==> src/verilog/param_store_pkg.sv <==
package param_store_pkg;
   // parameter store geometry
   localparam int ADDR_W = 5;
   localparam int DATA_W = 8;
   localparam int DEPTH = 32;
   // parameter offsets
   localparam logic [4:0] OFF_BUS_ADDRESS = 5'h00;
   localparam logic [4:0] OFF_CHANNEL_LIST = 5'h01;
   localparam logic [4:0] OFF_PROX_ONE_TWO_SEL = 5'h02;
   localparam logic [4:0] OFF_PROX_THREE_SEL = 5'h03;
   localparam logic [4:0] OFF_AMBIENT_HISTORY = 5'h19;
   localparam logic [4:0] OFF_CONVERTER_OFFSET = 5'h1a;
   localparam logic [4:0] OFF_RESERVED_1B = 5'h1b;
   localparam logic [4:0] OFF_EMITTER_RECOVERY = 5'h1c;
   localparam logic [4:0] OFF_IR_RECOVERY_COUNT = 5'h1d;
   localparam logic [4:0] OFF_IR_GAIN = 5'h1e;
   localparam logic [4:0] OFF_IR_AMBIENT_RANGE_SELECT_MISC = 5'h1f;
   // reset values
   localparam logic [7:0] RST_BUS_ADDRESS = 8'h00;
   localparam logic [7:0] RST_CHANNEL_LIST = 8'h00;
   localparam logic [7:0] RST_PROX_ONE_TWO_SEL = 8'h21;
   localparam logic [7:0] RST_PROX_THREE_SEL = 8'h04;
   localparam logic [7:0] RST_OTHER = 8'h00;
   // writable-bit masks; reserved bits read zero
   localparam logic [7:0] MASK_CHANNEL_LIST = 8'h77;
   localparam logic [7:0] MASK_PROX_ONE_TWO_SEL = 8'h77;
   localparam logic [7:0] MASK_PROX_THREE_SEL = 8'h07;
   localparam logic [7:0] MASK_FULL = 8'hff;
   // channel list bit positions
   localparam int BIT_AUX_ENABLE = 6;
   localparam int BIT_IR_AMBIENT_ENABLE = 5;
   localparam int BIT_VISIBLE_AMBIENT_ENABLE = 4;
   localparam int BIT_PROX_THREE_ENABLE = 2;
   localparam int BIT_PROX_TWO_ENABLE = 1;
   localparam int BIT_PROX_ONE_ENABLE = 0;
   // emitter field positions
   localparam int LSB_PROX_ONE_EMITTERS = 0;
   localparam int LSB_PROX_TWO_EMITTERS = 4;
   localparam int LSB_PROX_THREE_EMITTERS = 0;
   localparam int EMITTER_W = 3;
   // ir gain field and range bit
   localparam int IR_GAIN_W = 3;
   localparam int BIT_IR_AMBIENT_RANGE_SELECT_SELECT = 5;
   // measurement channel codes
   localparam logic [2:0] CHAN_PROX_ONE = 3'h0;
   localparam logic [2:0] CHAN_PROX_TWO = 3'h1;
   localparam logic [2:0] CHAN_PROX_THREE = 3'h2;
endpackage

==> src/verilog/param_mem.sv <==
`timescale 1ns/10ps
// small parameter memory, registered read data
module param_mem #(
   parameter int AW = 5,
   parameter int DW = 8
) (
   input wire logic clk,
   input wire logic ce,
   input wire logic we,
   input wire logic [AW-1:0] waddr,
   input wire logic [DW-1:0] wdata,
   input wire logic [AW-1:0] raddr,
   output logic [DW-1:0] rdata
);
   // storage for offsets without dedicated flops
   logic [DW-1:0] mem [0:(1<<AW)-1];

   // refuse geometries the address decode cannot serve
   if (AW < 1 || DW < 1)
   begin : g_bad_size
      $error("param_mem needs AW and DW of at least one");
   end

   // no reset: contents of these entries are undefined until written
   always_ff @(posedge clk)
   begin
      if (ce)
      begin
         if (we)
         begin
            mem[waddr] <= wdata;
         end
         rdata <= mem[raddr];
      end
   end
endmodule

==> src/verilog/sensor_param_channel_config.sv <==
`timescale 1ns/10ps
module sensor_param_channel_config #(
   parameter logic [7:0] BOOT_BUS_ADDRESS = 8'h2a // arbitrary default address
) (
   input wire logic clk,
   input wire logic sys_rst,
   input wire logic ce,
   input wire logic param_write_command,
   input wire logic param_read_command,
   input wire logic [4:0] param_offset,
   input wire logic [7:0] param_wdata,
   output logic [7:0] param_rdata,
   output logic param_rvalid,
   input wire logic address_change_command,
   output logic [7:0] active_bus_address,
   input wire logic meas_active,
   input wire logic [2:0] meas_channel,
   output logic aux_enable,
   output logic ir_ambient_enable,
   output logic visible_ambient_enable,
   output logic prox_one_enable,
   output logic prox_two_enable,
   output logic prox_three_enable,
   output logic channel_list_empty,
   output logic first_emitter_pin,
   output logic second_emitter_pin,
   output logic third_emitter_pin,
   output logic [7:0] emitter_recovery_time,
   output logic [2:0] ir_ambient_gain,
   output logic ir_ambient_range_select
);
   // all register state of the block
   typedef struct packed {
      logic [7:0] bus_address;
      logic [7:0] active_addr;
      logic [7:0] chan_list;
      logic [7:0] sel12;
      logic [7:0] sel3;
      logic [7:0] recovery;
      logic [7:0] ir_gain;
      logic [7:0] ir_misc;
      logic [7:0] rdata;
      logic rvalid;
      logic rd_mem;
      logic [2:0] emit;
      logic aux_en;
      logic ir_en;
      logic vis_en;
      logic p1_en;
      logic p2_en;
      logic p3_en;
      logic list_empty;
   } state_t;

   state_t s_q; // registered state
   state_t s_d; // next state
   logic [7:0] mem_rdata; // memory read data for generic offsets
   logic mem_we; // write strobe to generic storage
   logic [2:0] sel_field; // emitter field of running channel

   // offsets without dedicated flops live in the small memory
   always_comb
   begin
      mem_we = param_write_command;
      case (param_offset)
         param_store_pkg::OFF_BUS_ADDRESS,
         param_store_pkg::OFF_CHANNEL_LIST,
         param_store_pkg::OFF_PROX_ONE_TWO_SEL,
         param_store_pkg::OFF_PROX_THREE_SEL,
         param_store_pkg::OFF_EMITTER_RECOVERY,
         param_store_pkg::OFF_IR_GAIN,
         param_store_pkg::OFF_IR_AMBIENT_RANGE_SELECT_MISC: mem_we = 1'b0;
         default: mem_we = param_write_command;
      endcase
   end

   param_mem #(
      .AW(param_store_pkg::ADDR_W),
      .DW(param_store_pkg::DATA_W)
   ) u_mem (
      .clk(clk),
      .ce(ce),
      .we(mem_we),
      .waddr(param_offset),
      .wdata(param_wdata),
      .raddr(param_offset),
      .rdata(mem_rdata)
   );

   // emitter field for the channel now being measured
   always_comb
   begin
      case (meas_channel)
         param_store_pkg::CHAN_PROX_ONE: sel_field = s_q.sel12[2:0];
         param_store_pkg::CHAN_PROX_TWO: sel_field = s_q.sel12[6:4];
         param_store_pkg::CHAN_PROX_THREE: sel_field = s_q.sel3[2:0];
         default: sel_field = 3'h0; // non-proximity channels drive no emitter
      endcase
   end

   // next-state logic
   always_comb
   begin
      s_d = s_q;
      s_d.rvalid = 1'b0;
      s_d.rd_mem = 1'b0;
      // parameter write path; only the command port reaches the store
      if (param_write_command)
      begin
         case (param_offset)
            param_store_pkg::OFF_BUS_ADDRESS: s_d.bus_address = param_wdata;
            // reserved bits masked off so they read zero
            param_store_pkg::OFF_CHANNEL_LIST:
               s_d.chan_list = param_wdata & param_store_pkg::MASK_CHANNEL_LIST;
            param_store_pkg::OFF_PROX_ONE_TWO_SEL:
               s_d.sel12 = param_wdata & param_store_pkg::MASK_PROX_ONE_TWO_SEL;
            param_store_pkg::OFF_PROX_THREE_SEL:
               s_d.sel3 = param_wdata & param_store_pkg::MASK_PROX_THREE_SEL;
            param_store_pkg::OFF_EMITTER_RECOVERY: s_d.recovery = param_wdata;
            param_store_pkg::OFF_IR_GAIN: s_d.ir_gain = param_wdata;
            param_store_pkg::OFF_IR_AMBIENT_RANGE_SELECT_MISC: s_d.ir_misc = param_wdata;
            default: s_d.rvalid = 1'b0; // stored in the generic memory
         endcase
      end
      // read path: dedicated entries answer directly, others from memory next cycle
      if (param_read_command)
      begin
         s_d.rvalid = 1'b1;
         case (param_offset)
            param_store_pkg::OFF_BUS_ADDRESS: s_d.rdata = s_q.bus_address;
            param_store_pkg::OFF_CHANNEL_LIST: s_d.rdata = s_q.chan_list;
            param_store_pkg::OFF_PROX_ONE_TWO_SEL: s_d.rdata = s_q.sel12;
            param_store_pkg::OFF_PROX_THREE_SEL: s_d.rdata = s_q.sel3;
            param_store_pkg::OFF_EMITTER_RECOVERY: s_d.rdata = s_q.recovery;
            param_store_pkg::OFF_IR_GAIN: s_d.rdata = s_q.ir_gain;
            param_store_pkg::OFF_IR_AMBIENT_RANGE_SELECT_MISC: s_d.rdata = s_q.ir_misc;
            default:
            begin
               // memory data lands one cycle later; hold valid until then
               s_d.rvalid = 1'b0;
               s_d.rd_mem = 1'b1;
            end
         endcase
      end
      if (s_q.rd_mem)
      begin
         s_d.rdata = mem_rdata;
         s_d.rvalid = 1'b1;
      end
      // bus address moves only on the change command
      if (address_change_command)
      begin
         s_d.active_addr = s_q.bus_address;
      end
      // channel enables decoded from the list
      s_d.aux_en = s_q.chan_list[param_store_pkg::BIT_AUX_ENABLE];
      s_d.ir_en = s_q.chan_list[param_store_pkg::BIT_IR_AMBIENT_ENABLE];
      s_d.vis_en = s_q.chan_list[param_store_pkg::BIT_VISIBLE_AMBIENT_ENABLE];
      s_d.p1_en = s_q.chan_list[param_store_pkg::BIT_PROX_ONE_ENABLE];
      s_d.p2_en = s_q.chan_list[param_store_pkg::BIT_PROX_TWO_ENABLE];
      s_d.p3_en = s_q.chan_list[param_store_pkg::BIT_PROX_THREE_ENABLE];
      // flag so the sequencer can refuse to start on an empty list
      s_d.list_empty = (s_q.chan_list == 8'h00);
      // emitters driven only while a measurement runs
      s_d.emit = meas_active ? sel_field : 3'h0;
   end

   // state register
   always_ff @(posedge clk)
   begin
      if (sys_rst)
      begin
         s_q <= '0;
         s_q.bus_address <= param_store_pkg::RST_BUS_ADDRESS;
         s_q.active_addr <= BOOT_BUS_ADDRESS;
         s_q.chan_list <= param_store_pkg::RST_CHANNEL_LIST;
         s_q.sel12 <= param_store_pkg::RST_PROX_ONE_TWO_SEL;
         s_q.sel3 <= param_store_pkg::RST_PROX_THREE_SEL;
         s_q.list_empty <= 1'b1;
      end
      else if (ce)
      begin
         s_q <= s_d;
      end
   end

   // outputs straight from flops
   assign param_rdata = s_q.rdata;
   assign param_rvalid = s_q.rvalid;
   assign active_bus_address = s_q.active_addr;
   assign aux_enable = s_q.aux_en;
   assign ir_ambient_enable = s_q.ir_en;
   assign visible_ambient_enable = s_q.vis_en;
   assign prox_one_enable = s_q.p1_en;
   assign prox_two_enable = s_q.p2_en;
   assign prox_three_enable = s_q.p3_en;
   assign channel_list_empty = s_q.list_empty;
   assign first_emitter_pin = s_q.emit[0];
   assign second_emitter_pin = s_q.emit[1];
   assign third_emitter_pin = s_q.emit[2];
   assign emitter_recovery_time = s_q.recovery;
   assign ir_ambient_gain = s_q.ir_gain[param_store_pkg::IR_GAIN_W-1:0];
   assign ir_ambient_range_select = s_q.ir_misc[param_store_pkg::BIT_IR_AMBIENT_RANGE_SELECT_SELECT];
endmodule

==> config.mk <==
export PLATFORM = sky130hd
export DESIGN_NAME = sensor_param_channel_config
export DESIGN_NICKNAME = d
export VERILOG_FILES = /design/src/verilog/param_store_pkg.sv /design/src/verilog/param_mem.sv /design/src/verilog/sensor_param_channel_config.sv
export SDC_FILE = /design/constraint.sdc
export NUM_CORES = 1
export LEC_CHECK = 0
export ABC_AREA = 1
export BUFFER_PORTS_ARGS = -buffer_cell sky130_fd_sc_hd__buf_2
export CORE_MARGIN = 1.5
export CORE_UTILIZATION = 45
export DETAILED_ROUTE_END_ITERATION = 16
export GPL_TIMING_DRIVEN = 1
export HOLD_SLACK_MARGIN = 0.1
export SLEW_MARGIN = 20
export SYNTH_ARGS = -nofsm -noshare
export SYNTH_HDL_FRONTEND = slang
export SYNTH_HIERARCHICAL = 1
export SYNTH_SLANG_ARGS = --single-unit
export TNS_END_PERCENT = 50
==> constraint.sdc <==
create_clock -name clk -period 1.6 [get_ports clk]
set_input_delay 0.16 -clock clk [delete_from_list [all_inputs] [get_ports clk]]
set_output_delay 0.16 -clock clk [all_outputs]
set_load 0.01 [all_outputs]
==> impl_metrics.tcl <==
set metrics [dict create \
    coreArea_mm2 0.03164 \
    crit_path_cell_trace "nand2_1, a21boi_0, a21oi_1" \
    cts_tree "built" \
    clk_pin_slew_ps 60 \
    synth-seq-cells 339 \
    yosysWarnings 6 \
    post-route-period-util_pct 90.18 \
    fillerInstances 2810 \
    seqCellArea_mm2 0.009429 \
    cts_max_level 2 \
    synthCells 1439 \
    critPathArrivalTime_ps 1840 \
    min_path_type "in -> reg" \
    clock_skew_ps 14.43 \
    fp.dieW_um 182.4 \
    post-cts-setup-buffer-count 0 \
    fmax_ghz 0.6931 \
    synth_top_area_share_pct 54.77 \
    crit_buf_inv 0 \
    track_usage_pct 22.84 \
    synth_area_leader_cell "edfxtp_1" \
    setup-violations-final 0 \
    nNetsFinal 1578 \
    critical_path.slowest_cell "dfxtp_1" \
    portBuffers 61 \
    slowest_delay_ps 550 \
    syn_area_mm2 0.01448 \
    power_density_mw_per_mm2 1128 \
    clockRootBuffer "clkbuf_16" \
    ant_nets 0 \
    path_delay_family "flip-flops" \
    cts_made_buffers 37 \
    min_period_ps 1443 \
    cts_buffer_depth 3 \
    start_util_pct 45.75 \
    drive_gt1_share_pct 14.94 \
    worstMarginPinSlew_ps 679.0 \
    grt_pass1_vias 10240 \
    place_hpwl_um 25190 \
    crit_required_ps 1990 \
    ys_seq_area_share_pct 65.14 \
    startpoint_type "register" \
    multiInputGateArea_mm2 0.004182 \
    finalCoreUtilization_pct 53.08 \
    die_area_mm2 0.03325 \
    hold_viol 0 \
    wl_um 37380 \
    clkLatencyLatePin_ps 510 \
    grt_max_degree 51 \
    rsz0062_at_grt "no" \
    status "finished, final reports clean" \
    area_delta_synth_final_pct 16.01 \
    overflow 0 \
    fin_ws_ps 157.1 \
    via_per_inst 5.384 \
    num_vias 10670 \
    end_kind "register" \
    die_y_um 182.4 \
    leakage_uw 0.006647 \
    max-slew-margin-rel_pct 54.73 \
    avgSynthCellArea_um2 10.06 \
    drc 0 \
    maxSlewViolCount 0 \
    syn_nets 1462 \
    synthTopCellsByArea "edfxtp_1 (55%), nand2_1 (13%), dfxtp_1 (10%), nand3_1 (8.2%), nor2_1 (2.8%)" \
    clock_sinks 339 \
    worstPathMaxFanout 11 \
    place_ws_ps -216.9 \
    yosysUniqueCellTypes 28 \
    dp.cells 1912 \
    place_congestion 0.8401 \
    grt_pass1_wl_um 57920 \
    path_class "reg -> reg" \
    antennaDiodeCount 0 \
    stdcell_count 1982 \
    drtIter0Drc 984 \
    antenna_found_initial 0 \
    firstDrtPassIters 5 \
    cap_violations 0 \
    setup_tns_ps 0 \
    peakVddDrop_mv 0.6961 \
    placementRows 65 \
    io_pins 62 \
    routedWlPerCell_um 18.86 \
]
==> flip-flops by register name, summed over array words and instances (netlist names), 3 cells and up <==
register	flops
emitter_recovery_time	8
param_rdata	8
u_mem/mem	256
u_mem/rdata	8
s_d	6
ir_ambient_gain	3
active_bus_address	8
s_q	30
==> layout make-up <==
cell class / count / share of cell area, %
clock buffers: 52 / 5.924
clock inverters: 12 / 0.6482
inverters: 42 / 0.9463
multi-input cells: 960 / 24.90
flip-flops and latches: 339 / 56.15
well taps: 402 / 2.995
repair buffers: 175 / 8.435
==> placed cells by master (no fill, tap or decap), types with 8 or more instances in the layout <==
| cell type | Yosys | final |
|---|---|---|
| nor2_1 | 109 | 108 |
| dfxtp_1 | 75 | 75 |
| buf_2 | 18 | 60 |
| nand3_1 | 237 | 237 |
| buf_12 | 0 | 19 |
| nand4_1 | 14 | 14 |
| o21ai_0 | 43 | 43 |
| buf_4 | 35 | 90 |
| edfxtp_1 | 264 | 264 |
| inv_1 | 35 | 35 |
| a21boi_0 | 8 | 8 |
| a21oi_1 | 40 | 40 |
| nand2_1 | 483 | 483 |
| clkbuf_16 | 0 | 37 |
| clkbuf_1 | 17 | 12 |
| o21bai_1 | 8 | 8 |
==> cells by family (layout without fill, tap and decap cells) <==
group | Yosys count | in the layout | share of synthesized area [%]
DFF | 339 | 339 | 65.14
AOI/OAI and AO/OA | 101 | 101 | 3.812
buffers and inverters | 140 | 281 | 5.990
and+or+nand+nor | 859 | 859 | 25.06
==> cell usage after synthesis, drive strengths merged <==
master	instances
o211ai	1
o21ai	43
clkinv	3
dfxtp	75
nand4	14
nor2	114
or2	2
o41ai	1
clkbuf	17
a21boi	8
a21oi	40
o21bai	8
nand3	239
nand2	487
edfxtp	264
nor3	3
inv	39
buf	81
==> repair_timing <==
| item | in CTS | in global routing |
|---|---|---|
| hold endpoints to repair | 21 | 0 |
| setup endpoints to repair | 0 | 3 |
| hold buffers | 6 | 0 |
| gates resized for setup | 0 | 1 |
==> report_power, final <==
group / internal (µW) / total, µW / leakage, µW / switching [µW]
sequential: 9590 / 9650 / 0.00299 / 54.0
combinational: 463 / 1410 / 0.00311 / 952
clock: 4650 / 7890 / 0.000544 / 3240
total: 14700 / 18900 / 0.00665 / 4250
==> worst paths after layout <==
path / from / end / slack [ps] / depth (start not counted)
hold / removal: meas_channel[1] / second_emitter_pin$_SDFFE_PP0P_ / 130 / 6
setup reg to reg: s_q[10]$_SDFFE_PP0P_ / param_rdata[2]$_SDFFE_PP0P_ / 160 / 3
setup / recovery: s_q[10]$_SDFFE_PP0P_ / param_rdata[2]$_SDFFE_PP0P_ / 160 / 3
hold reg to reg: s_q[24]$_SDFFE_PP0P_ / s_q[24]$_SDFFE_PP0P_ / 470 / 2
==> stage by stage <==
step           total power, µW  area [µm²]  hold slack [ps]
3_3_place_gp             11220       15630            448.7
6_report                 18950       16790            129.7
5_1_grt                  19600       16790            138.3
4_1_cts                  19100       16790            120.6
3_5_place_dp             11230       15630            453.2
2_1_floorplan            10610       14480            258.9
==> worst min-delay path, cell delays in order <==
cell and delay [ps]:
buf_2 90, nor3_1 70, nand2_1 60, nand3_1 80, nand3_1 80, a21oi_1 50
==> metal layers <==
| layer | share of wire [%] | wire length (µm) | vias up | global-route usage, % |
|---|---|---|---|---|
| li1 | - | - | 5109 | - |
| met1 | 46 | 17300 | 5129 | 33.02 |
| met2 | 45 | 16910 | 366 | 36.17 |
| met3 | 6.4 | 2378 | 68 | 3.373 |
| met4 | 2.1 | 794 | 0 | 6.017 |
| met5 | 0 | 0 | - | 0 |
No activity file was read; power rests on OpenSTA's default activity.
